--- config.mk ---
export PLATFORM = sky130hd
export DESIGN_NAME = phy_pin_strap_led_logic
export DESIGN_NICKNAME = d
export VERILOG_FILES = /design/src/rtl/phy_pins_pkg.sv /design/src/rtl/phy_pin_strap_led_logic.sv
export VERILOG_INCLUDE_DIRS = /design/src /design/src/rtl
export SDC_FILE = /design/constraint.sdc
export NUM_CORES = 1
export LEC_CHECK = 0
export ABC_AREA = 1
export BUFFER_PORTS_ARGS = -buffer_cell sky130_fd_sc_hd__buf_4
export CORE_MARGIN = 1.5
export CORE_UTILIZATION = 28
export CTS_BUF_LIST = sky130_fd_sc_hd__clkbuf_16
export CTS_CLUSTER_DIAMETER = 200
export DETAILED_ROUTE_END_ITERATION = 8
export PLACE_DENSITY_LB_ADDON = 0.15
export SLEW_MARGIN = 15
export SYNTH_ARGS = -nofsm -noshare
export SYNTH_HDL_FRONTEND = slang
export SYNTH_SLANG_ARGS = --single-unit
export TNS_END_PERCENT = 30
--- constraint.sdc ---
create_clock -name clk_in -period 8.49 [get_ports clk_in]
set_input_delay 0.4245 -clock clk_in [delete_from_list [all_inputs] [get_ports clk_in]]
set_output_delay 0.4245 -clock clk_in [all_outputs]
set_load 0.02 [all_outputs]
--- src/rtl/phy_pins_regs.svh ---
// Register offsets, field positions, reset values and timing counts
`ifndef PHY_PINS_REGS_SVH
`define PHY_PINS_REGS_SVH
`define REG_BASIC_CTRL      5'h00
`define REG_IRQ_CTRL_STAT   5'h1B
`define REG_LED_CTRL        5'h1E
`define REG_PHY_CTRL2       5'h1F
`define REG_MII_MODE        5'h10
`define BIT_DUPLEX          8
`define BIT_AUTONEG         12
`define BIT_ISOLATE         10
`define BIT_IRQ_POL         9
`define FLD_LED_MODE_HI     15
`define FLD_LED_MODE_LO     14
`define RST_LED_CTRL        16'h0000
`define RST_PHY_CTRL2       16'h0000
`define RST_MII_MODE        16'h0001
`define CLK_PERIOD_PS       5000
`define BLINK_TIME_US       100
`define BLINK_CYCLES        ((`BLINK_TIME_US * 1000000) / `CLK_PERIOD_PS)
`endif

--- src/rtl/phy_pins_pkg.sv ---
// Types shared by the pin logic
`default_nettype none
package phy_pins_pkg;
   typedef struct packed {
      logic       mgmt_address_bit2_strap;
      logic       duplex;
      logic [2:0] cfg;
      logic       isolate;
      logic       autoneg_enable_strap;
   } strap_type;
   typedef struct packed {
      logic [3:0] rxd;
      logic       rx_dv;
      logic       rx_er;
      logic       col;
      logic       crs;
   } rx_side_type;
   typedef struct packed {
      logic       tx_en;
      logic [3:0] txd;
   } tx_side_type;
   typedef enum logic [1:0] {
      LED_LINK_ACT = 2'h0,
      LED_LINK     = 2'h1,
      LED_RSVD2    = 2'h2,
      LED_RSVD3    = 2'h3
   } led_mode_type;
   typedef enum logic [2:0] {
      ST_STRAP = 3'b001,
      ST_RUN   = 3'b010,
      ST_HOLD  = 3'b100
   } phase_type;
endpackage
`default_nettype wire

--- src/rtl/phy_pin_strap_led_logic.sv ---
// Pin logic: strap capture, MII/RMII pin muxing, interrupt and LINK_LED_OUT output
// Function
// - Strap receive data bit 1 into address bit 2
// - Strap receive data bit 0 into duplex
// - Strap valid, collision, carrier into configuration bits
// - Strap receive error pin into isolate mode
// - Strap LINK_LED_OUT pin into auto-negotiation enable
// - Strap pins input during reset and the strap and hold phases, output otherwise
// - Interrupt control and status register at 1Bh
// - Register 1Fh bit 9 sets interrupt polarity
// - Register 1Eh bits 15:14 select LINK_LED_OUT mode
// - Mode 00 link plus activity, 01 link only
// - Valid pin is data valid or carrier/valid
// - MII mode drives receive and transmit clocks
// - MII drives collision and carrier; RMII holds both low
// - Receive error driven in both modes
// - RMII gives two bits per valid clock
// - Transmit data ignored while enable low
`default_nettype none
`include "phy_pins_regs.svh"
module phy_pin_strap_led_logic #(
   parameter int unsigned BLINK_CYCLES = `BLINK_CYCLES
) (
   input  wire logic                     clk_in,
   input  wire logic                     reset_in,
   input  wire logic                     link_clk_in,
   input  wire logic [4:0]               reg_addr_in,
   input  wire logic [15:0]              reg_wdata_in,
   input  wire logic                     reg_wr_in,
   input  wire logic                     reg_rd_in,
   output logic      [15:0]              reg_rdata_out,
   input  wire phy_pins_pkg::rx_side_type core_rx_in,
   output phy_pins_pkg::tx_side_type     core_tx_out,
   output logic                          core_tx_valid_out,
   input  wire logic                     link_up_in,
   input  wire logic                     activity_in,
   input  wire logic [7:0]               irq_events_in,
   input  wire phy_pins_pkg::rx_side_type pin_rx_in,
   output phy_pins_pkg::rx_side_type     pin_rx_out,
   output logic      [7:0]               pin_rx_oe_out,
   input  wire phy_pins_pkg::tx_side_type pin_tx_in,
   input  wire logic                     link_led_in,
   output logic                          link_led_out,
   output logic                          link_led_oe_out,
   output logic                          rx_clk_out,
   output logic                          tx_clk_out,
   output logic                          irq_out,
   output phy_pins_pkg::strap_type       strap_out,
   output logic      [4:0]               mgmt_address_out,
   output logic                          isolate_out
);
   import phy_pins_pkg::*;

   phase_type    phase_r;
   phase_type    phase_nxt;
   strap_type    strap_r;
   strap_type    strap_meta_r;
   strap_type    strap_sync_r;
   rx_side_type  rx_r;
   logic [7:0]   rx_oe_r;
   tx_side_type  tx_meta_r;
   tx_side_type  tx_sync_r;
   tx_side_type  tx_r;
   logic         tx_valid_r;
   logic [2:0]   lclk_sync_r;
   logic         rx_clk_r;
   logic         tx_clk_r;
   logic [15:0]  basic_ctrl_r;
   logic [15:0]  led_ctrl_r;
   logic [15:0]  ctrl2_r;
   logic [15:0]  mode_r;
   logic [7:0]   irq_en_r;
   logic [7:0]   irq_stat_r;
   logic [15:0]  rdata_r;
   logic         irq_r;
   logic         led_r;
   logic         led_oe_r;
   logic [31:0]  blink_cnt_r;
   logic         blink_r;

   // Phase, mode and register strobe decode
   wire          strapping  = (phase_r == ST_STRAP);
   wire          mii_mode   = mode_r[0];
   wire          lclk_rise  = lclk_sync_r[1] & ~lclk_sync_r[2];
   wire          wr_basic   = reg_wr_in && (reg_addr_in == `REG_BASIC_CTRL);
   wire          wr_irq     = reg_wr_in && (reg_addr_in == `REG_IRQ_CTRL_STAT);
   wire          rd_irq     = reg_rd_in && (reg_addr_in == `REG_IRQ_CTRL_STAT);
   wire          wr_led     = reg_wr_in && (reg_addr_in == `REG_LED_CTRL);
   wire          wr_ctrl2   = reg_wr_in && (reg_addr_in == `REG_PHY_CTRL2);
   wire          wr_mode    = reg_wr_in && (reg_addr_in == `REG_MII_MODE);
   wire led_mode_type led_mode = led_mode_type'(
      led_ctrl_r[`FLD_LED_MODE_HI:`FLD_LED_MODE_LO]);
   wire          irq_pend   = |(irq_stat_r & irq_en_r);
   wire          blink_wrap = (blink_cnt_r >= BLINK_CYCLES - 1);
   wire [7:0]    irq_stat_nxt = (rd_irq ? 8'h00 : irq_stat_r) | irq_events_in;

   // Strap map from the shared pins
   strap_type    strap_pins;
   assign strap_pins.mgmt_address_bit2_strap = pin_rx_in.rxd[1];
   assign strap_pins.duplex                  = pin_rx_in.rxd[0];
   assign strap_pins.cfg = {pin_rx_in.rx_dv, pin_rx_in.crs,
                            pin_rx_in.col};
   assign strap_pins.isolate                 = pin_rx_in.rx_er;
   assign strap_pins.autoneg_enable_strap    = link_led_in;

   // Reserved modes leave the LED dark
   function automatic logic led_level(input led_mode_type m,
                                      input logic lnk, input logic act,
                                      input logic blk);
      case (m)
         LED_LINK_ACT: led_level = ~lnk ? 1'b1 : (act ? blk : 1'b0);
         LED_LINK:     led_level = ~lnk;
         default:      led_level = 1'b1;
      endcase
   endfunction

   // Strap for one cycle, hold one, then run
   always_comb begin
      phase_nxt = phase_r;
      case (phase_r)
         ST_STRAP: phase_nxt = ST_HOLD;
         ST_HOLD:  phase_nxt = ST_RUN;
         ST_RUN:   phase_nxt = ST_RUN;
         default:  phase_nxt = ST_STRAP;
      endcase
   end

   // Synchroniser runs through reset so pin levels are settled at release
   always_ff @(posedge clk_in) begin
      strap_meta_r <= strap_pins;
      strap_sync_r <= strap_meta_r;
   end

   // Pins float with pulls while reset holds; strap caught after release
   always_ff @(posedge clk_in or posedge reset_in) begin
      if (reset_in) begin
         phase_r      <= ST_STRAP;
         strap_r      <= '0;
      end else begin
         phase_r      <= phase_nxt;
         if (phase_r == ST_HOLD) begin
            strap_r <= strap_sync_r;
         end
      end
   end

   // Two-stage synchronisers for link clock and MAC pins
   always_ff @(posedge clk_in or posedge reset_in) begin
      if (reset_in) begin
         lclk_sync_r <= 3'h0;
         tx_meta_r   <= '0;
         tx_sync_r   <= '0;
      end else begin
         lclk_sync_r <= {lclk_sync_r[1:0], link_clk_in};
         tx_meta_r   <= pin_tx_in;
         tx_sync_r   <= tx_meta_r;
      end
   end

   // Transmit side sampled on link clock rising edges
   always_ff @(posedge clk_in or posedge reset_in) begin
      if (reset_in) begin
         tx_r       <= '0;
         tx_valid_r <= 1'b0;
      end else if (lclk_rise) begin
         tx_valid_r <= tx_sync_r.tx_en;
         tx_r.tx_en <= tx_sync_r.tx_en;
         if (tx_sync_r.tx_en) begin
            tx_r.txd <= mii_mode ? tx_sync_r.txd
                                 : {2'h0, tx_sync_r.txd[1:0]};
         end else begin
            tx_r.txd <= 4'h0;
         end
      end
   end

   // Receive side, driven only in the run phase
   always_ff @(posedge clk_in or posedge reset_in) begin
      if (reset_in) begin
         rx_r     <= '0;
         rx_oe_r  <= 8'h00;
         rx_clk_r <= 1'b0;
         tx_clk_r <= 1'b0;
      end else begin
         rx_oe_r  <= strapping ? 8'h00 : 8'hFF;
         rx_clk_r <= mii_mode & lclk_sync_r[1];
         tx_clk_r <= mii_mode & lclk_sync_r[1];
         if (lclk_rise) begin
            rx_r.rx_er <= core_rx_in.rx_er;
            if (mii_mode) begin
               rx_r.rxd   <= core_rx_in.rxd;
               rx_r.rx_dv <= core_rx_in.rx_dv;
               rx_r.col   <= core_rx_in.col;
               rx_r.crs   <= core_rx_in.crs;
            end else begin
               // Upper data bits and MII-only pins held low
               rx_r.rxd   <= {2'h0, core_rx_in.rxd[1:0]};
               rx_r.rx_dv <= core_rx_in.crs | core_rx_in.rx_dv;
               rx_r.col   <= 1'b0;
               rx_r.crs   <= 1'b0;
            end
         end
      end
   end

   // Register file; strap values load control bits at release
   always_ff @(posedge clk_in or posedge reset_in) begin
      if (reset_in) begin
         basic_ctrl_r <= 16'h0000;
         led_ctrl_r   <= `RST_LED_CTRL;
         ctrl2_r      <= `RST_PHY_CTRL2;
         mode_r       <= `RST_MII_MODE;
         irq_en_r     <= 8'h00;
         irq_stat_r   <= 8'h00;
      end else begin
         // Event in a read cycle survives the clear
         irq_stat_r <= irq_stat_nxt;
         // Straps override a write in the hold cycle
         if (phase_r == ST_HOLD) begin
            basic_ctrl_r[`BIT_DUPLEX]  <= strap_sync_r.duplex;
            basic_ctrl_r[`BIT_AUTONEG] <=
               strap_sync_r.autoneg_enable_strap;
            basic_ctrl_r[`BIT_ISOLATE] <= strap_sync_r.isolate;
         end else if (wr_basic) begin
            basic_ctrl_r <= reg_wdata_in;
         end
         if (wr_irq) begin
            irq_en_r <= reg_wdata_in[15:8];
         end
         if (wr_led) begin
            led_ctrl_r <= reg_wdata_in;
         end
         if (wr_ctrl2) begin
            ctrl2_r <= reg_wdata_in;
         end
         if (wr_mode) begin
            mode_r <= {15'h0000, reg_wdata_in[0]};
         end
      end
   end

   // Read data stand one cycle after the strobe, else zero
   always_ff @(posedge clk_in or posedge reset_in) begin
      if (reset_in) begin
         rdata_r <= 16'h0000;
      end else if (reg_rd_in) begin
         case (reg_addr_in)
            `REG_BASIC_CTRL:    rdata_r <= basic_ctrl_r;
            `REG_IRQ_CTRL_STAT: rdata_r <= {irq_en_r, irq_stat_r};
            `REG_LED_CTRL:      rdata_r <= led_ctrl_r;
            `REG_PHY_CTRL2:     rdata_r <= ctrl2_r;
            `REG_MII_MODE:      rdata_r <= mode_r;
            default:            rdata_r <= 16'h0000;
         endcase
      end else begin
         rdata_r <= 16'h0000;
      end
   end

   // Activity blink divider and LED/interrupt pins
   always_ff @(posedge clk_in or posedge reset_in) begin
      if (reset_in) begin
         blink_cnt_r <= 32'h0;
         blink_r     <= 1'b0;
         led_r       <= 1'b1;
         led_oe_r    <= 1'b0;
         irq_r       <= 1'b1;
      end else begin
         blink_cnt_r <= blink_wrap ? 32'h0 : blink_cnt_r + 32'h1;
         // Divider wrap toggles the activity blink
         if (blink_wrap) begin
            blink_r <= ~blink_r;
         end
         led_oe_r <= ~strapping;
         led_r    <= led_level(led_mode, link_up_in, activity_in,
                               blink_r);
         // Polarity bit picks the asserted level
         irq_r    <= ctrl2_r[`BIT_IRQ_POL] ? irq_pend : ~irq_pend;
      end
   end

   // Pins and status straight from registers
   assign reg_rdata_out     = rdata_r;
   assign core_tx_out       = tx_r;
   assign core_tx_valid_out = tx_valid_r;
   assign pin_rx_out        = rx_r;
   assign pin_rx_oe_out     = rx_oe_r;
   assign link_led_out      = led_r;
   assign link_led_oe_out   = led_oe_r;
   assign rx_clk_out        = rx_clk_r;
   assign tx_clk_out        = tx_clk_r;
   assign irq_out           = irq_r;
   assign strap_out         = strap_r;
   assign mgmt_address_out  = {2'h0, strap_r.mgmt_address_bit2_strap, 2'h0};
   assign isolate_out       = basic_ctrl_r[`BIT_ISOLATE];
endmodule // phy_pin_strap_led_logic
`default_nettype wire

-- Word level (Yosys, flattened, before mapping)
Cells that the tools add are included.
- reductions and logical operators: 12
- equality and inequality tests: 8
- $lt $le $gt $ge: 1
- bitwise gates (word level): 11
- mux-type cells: 18
- add/sub/neg operators: 1
- operators with widths (kind ; count):
    $pmux W16 S5 ; 1
    $add A32 B1 Y32 const B ; 1
    $ge A32 B15 Y1 const B ; 1
    $mux W32 ; 1
    $eq A5 B5 Y1 const B ; 4
    $mux W16 ; 1
    $mux W8 ; 2
    $mux W13 ; 1
    $and A8 B8 Y8 ; 1
    $mux W4 ; 2
    $or A8 B8 Y8 ; 1
    $reduce_or A8 Y1 ; 1
    $logic_and A1 B1 Y1 ; 6
    $mux W1 ; 6
    $not A1 Y1 ; 6
    $pmux W3 S2 ; 1
    $logic_not A5 Y1 ; 1
    $mux W5 ; 1
    $eq A3 B1 Y1 const B ; 1
    $eq A3 B2 Y1 const B ; 1
    $eq A3 B3 Y1 const B ; 1
    $and A1 B1 Y1 ; 2
    $eq A2 B1 Y1 const B ; 1
    $logic_not A2 Y1 ; 1
    other kinds (6) ; 6
- flip-flop bits (word level): 176
- output and inout port bits: 56

-- Depth between registers and ports, before layout
- depth in word-level cells: 4
- mapped depth: 9
- depth with buffers taken out: 9

-- Worst setup path after synthesis
Ideal clock, no wire load.
- kind: reg-to-reg
- start: register blink_cnt_r[0]
- end: register blink_cnt_r[10]
- path buffers: 1
- setup slack: 7.062 ns
- arrival time: 1.308 ns
- stages on the path, launching flop included: 10
- period minus slack after synthesis: 1.428 ns
- cells stage by stage: dfrtp_1 > ha_1 > nand2_1 > nor2_1 > inv_1 > nand2_1 > nand2_1 > nand3_1 > buf_2 > nor2_1
- word-level cells in the longest chain between the ends: 2
- RTL lines (item ; line ; RTL):
    start: declaration ; phy_pin_strap_led_logic.sv:78 ; logic [31:0] blink_cnt_r;
    start signal: assignment ; phy_pin_strap_led_logic.sv:269 ; blink_cnt_r <= blink_wrap ? 32'h0 : blink_cnt_r + 32'h1;
    $add A32 B1 Y32 / $ge A32 B15 Y1 (equally long branches) ; phy_pin_strap_led_logic.sv:269, phy_pin_strap_led_logic.sv:94 ;
    $mux W32 * ; phy_pin_strap_led_logic.sv:269 ;
Mark *: on every way between the ends. The rest lies on a longest branch, timed or not.
A chain may end at the register's enable or synchronous reset.

-- Worst setup path in the final report
- start: register blink_cnt_r[0]
- end: register blink_r
- word-level cells in the longest chain between the ends: 1
- RTL lines (item ; line ; RTL):
    $ge A32 B15 Y1 ; phy_pin_strap_led_logic.sv:94 ; wire blink_wrap = (blink_cnt_r >= BLINK_CYCLES - 1);
    end signal: assignment ; phy_pin_strap_led_logic.sv:272 ; blink_r <= ~blink_r;
    end: declaration ; phy_pin_strap_led_logic.sv:79 ; logic blink_r;
Every way passes these cells.

==> impl_metrics.py <==
metrics = {
    "status": {
        "outcome": "complete, no violations",
    },
    "floorplanning": {
        "start_util_pct": 28.6,
        "core_area_um2": 23600,
        "die_x_um": 158,
        "die_h_um": 158,
        "rows": 56,
        "dieArea_um2": 25100,
        "num_io_pins": 114,
    },
    "global_routing": {
        "grt_pass1_wl_mm": 25.7,
        "antenna_found_initial": 1,
        "grt_max_degree": 93,
        "grt_pass1_vias": 4763,
        "global_route.overflow_total": 0,
        "grt_use_total_pct": 13.5,
    },
    "logic_synthesis": {
        "synth_seq_area_share_pct": 61.2,
        "synth_largest_area_cell": "dfrtp_1",
        "synth_top_area_share_pct": 55.5,
        "synth-seq-cells": 168,
        "yosys-top-cells-area": "dfrtp_1 56%, nand2_1 12%, inv_1 4.2%",
        "syn_area_um2": 6760,
        "ys_warn_count": 0,
        "synth_cell_types": 37,
        "syn_avg_cell_area_um2": 9.35,
        "netlist_instances": 723,
    },
    "pwr": {
        "ir_worst_vdd_v": 0.0000907,
        "power_frac_seq_pct": 49.0,
        "p_sw_uw": 521,
        "sw_frac_of_total_pct": 27.9,
        "internal-power_mw": 1.35,
        "p_per_area_nw_per_um2": 222,
        "p_leak_nw": 4.13,
        "p_clk_share_pct": 41.4,
        "power.total_mw": 1.87,
        "combinationalPowerShare_pct": 9.5,
    },
    "route": {
        "drtIter0Drc": 252,
        "viasPerCell": 4.13,
        "wl_mm": 15.6,
        "wire_per_inst_um": 13.4,
        "antenna_left": 0,
        "vias": 4824,
        "first_pass_iters": 6,
        "drc": 0,
    },
    "min_path": {
        "hold_path.startpoint": "pin_rx_in[0]",
        "hp-class": "primary input to flop",
        "whs_path_depth": 1,
        "hold_path_end": "strap_meta_r[3]$_DFF_P_",
    },
    "worst_setup_path": {
        "critPathRequiredTime_ps": 8800,
        "r2r-end": "blink_r$_DFFE_PP0P_",
        "crit_fanout": 16,
        "cp-end-kind": "flop",
        "reg2regPathDepth": 9,
        "cpMaxStageDelayCell": "nand3_1",
        "crit_chain": "ha_1 > nand2_1 > nor2_1 > inv_1 > nand2_1 > nand2_1 > nand3_1 > nand2_1 > nand2_1",
        "crit_type": "flop to flop",
        "reg2reg_from": "blink_cnt_r[0]$_DFF_PP0_",
        "max_stage_delay_ps": 440,
        "critPathArrivalTime_ps": 2190,
        "reg2reg_slack_ps": 6620,
        "cp_common_cell": "nand2_1",
        "critPathLaunchType": "flop",
    },
    "flow_run": {
        "cap_violations": 0,
    },
    "place": {
        "gp_congestion": 0.751,
        "io_buffers": 107,
        "hpwl_mm": 10.4,
    },
    "sta": {
        "period_needed_ps": 1870,
        "setup_violations": 0,
        "skew_ps": 12.9,
        "tightest_slew_ps": 840,
        "hold_violations": 0,
        "relSlewSlack_pct": 43.8,
        "tns_ps": 0,
        "slew_violations": 0,
        "rsz0062_at_grt": "false",
        "fmaxAchievable_mhz": 534,
        "post-route-period-util_pct": 22.1,
    },
    "finish": {
        "area_growth_pct": 24.4,
        "finish.utilization_pct": 35.6,
        "fin_nets": 894,
        "drive_above_1_share_pct": 19.7,
    },
    "clock_network": {
        "clk-insertion-delay-late_ps": 430,
        "clkTransAtPathRegs_ps": 80,
        "root_buffer": "clkbuf_16",
        "cts-resized-gates": 0,
        "cts.sinks": 168,
        "htreeDepth": 4,
        "clock_path_buffers": 2,
        "cts_buffers": 17,
        "cts_tree": "done",
        "cts_hold_buf": 0,
        "cts_setup_buffers": 0,
    },
}
==> flip-flops by register name, summed over array words and instances (netlist names), 7 cells and up <==
signal	flops
blink_cnt_r	32
ctrl2_r	16
irq_en_r	8
pin_rx_out	8
reg_rdata_out	16
led_ctrl_r	16
basic_ctrl_r	16
strap_meta_r	7
irq_stat_r	8
strap_sync_r	7
==> cell usage after synthesis (all sizes together) <==
library cell / n
o31ai: 1
and2: 2
dfstp: 4
nor2: 57
xor2: 4
conb: 1
nor3: 7
buf: 30
nand4: 5
a21oi: 2
o21bai: 8
nor4: 1
nand2: 216
nand3b: 4
clkinv: 2
dfrtp: 150
o21ai: 59
inv: 78
dfxtp: 14
ha: 1
nand3: 50
nor3b: 1
xnor2: 3
a31oi: 15
a22o: 3
clkbuf: 5
==> metrics by stage <==
stage	cells	hold slack, ps	setup WS [ps]	cell area [µm²]
floorplan	743	310	3920	6840
global placement	1135	310	6160	7810
detailed placement	1135	312	6150	7810
CTS	1167	62.6	6550	8410
global route	1167	60.7	6330	8410
finish	1168	85.4	6620	8410
==> cell type report <==
| class | instances | area, µm² |
|---|---|---|
| antenna | 1 | 2.50 |
| sequential | 168 | 4140 |
| tap | 319 | 399 |
| fill | 2436 | 15200 |
| timing repair buffer | 108 | 811 |
| multi-input combinational | 460 | 2150 |
| inverter | 80 | 305 |
| clock inverter | 15 | 179 |
| clock buffer | 17 | 425 |
==> worst max-delay path: cells and delay by family (launching register included) <==
family / cells / cell delay (ps)
simple gates: 7 / 1030
flops: 1 / 400
fa+ha+maj: 1 / 230
buf+inv: 1 / 100
==> logic make-up (layout without fill, tap and decap cells) <==
family	after synthesis	in the layout	synth area share (%)
other	1	22	0.0555
and+or+nand+nor	343	343	21.9
AOI/OAI and AO/OA	88	88	7.68
xor gates and xnor gates	7	7	0.907
adders and majority gates	1	1	0.185
buffers and inverters	115	220	8.07
DFF	168	168	61.2
==> how the worst max path moves through the flow <==
stage	from	slack, ps	cells after the start	end
after floorplan	reset_in	3920	1	basic_ctrl_r[0]$_DFFE_PP0P_
after global placement	reg_addr_in[4]	6160	6	led_ctrl_r[6]$_DFFE_PP0P_
after detailed placement	reg_addr_in[4]	6150	6	led_ctrl_r[12]$_DFFE_PP0P_
after CTS	phase_r[1]$_DFF_PP0_	6550	6	basic_ctrl_r[10]$_DFFE_PP0P_
after global routing	blink_cnt_r[0]$_DFF_PP0_	6330	8	blink_cnt_r[4]$_DFF_PP0_
final	blink_cnt_r[0]$_DFF_PP0_	6620	9	blink_r$_DFFE_PP0P_
==> layer usage <==
layer  track usage, %  routed length [µm]
met2             21.5                7330
met5                0                   0
met3             3.76                 685
met4             3.60                 100
met1             18.1                7530
==> cells in the final DEF (no fill, tap or decap), types with 3 or more instances in the layout <==
cell       Yosys  final
dfxtp_1       14     14
nor3_1         5      5
inv_1         76     75
a22o_1         3      3
nand2_2        3      3
nand3b_1       4      4
o21ai_2        7      7
clkinv_8       0      5
o21bai_1       8      8
nand2_1      212    212
nor2_1        53     53
conb_1         1     21
clkbuf_16      0     17
o21ai_0       33     33
buf_4         18    108
dfstp_2        4      4
clkinv_4       0      3
xnor2_1        3      3
nand4_1        5      5
nand3_1       48     48
o21ai_1       19     19
dfrtp_1      150    150
xor2_1         4      4
inv_8          0      5
a31oi_1       15     15
==> power groups by stage <==
stage	registers, mW	logic (mW)	clock network (mW)
finish	0.918	0.178	0.775
global route	0.928	0.207	0.840
CTS	0.918	0.183	0.807
detailed placement	0.933	0.182	0
global placement	0.932	0.181	0
floorplan	0.939	0.101	0
Note: power is estimated with default switching activity, not from simulation.
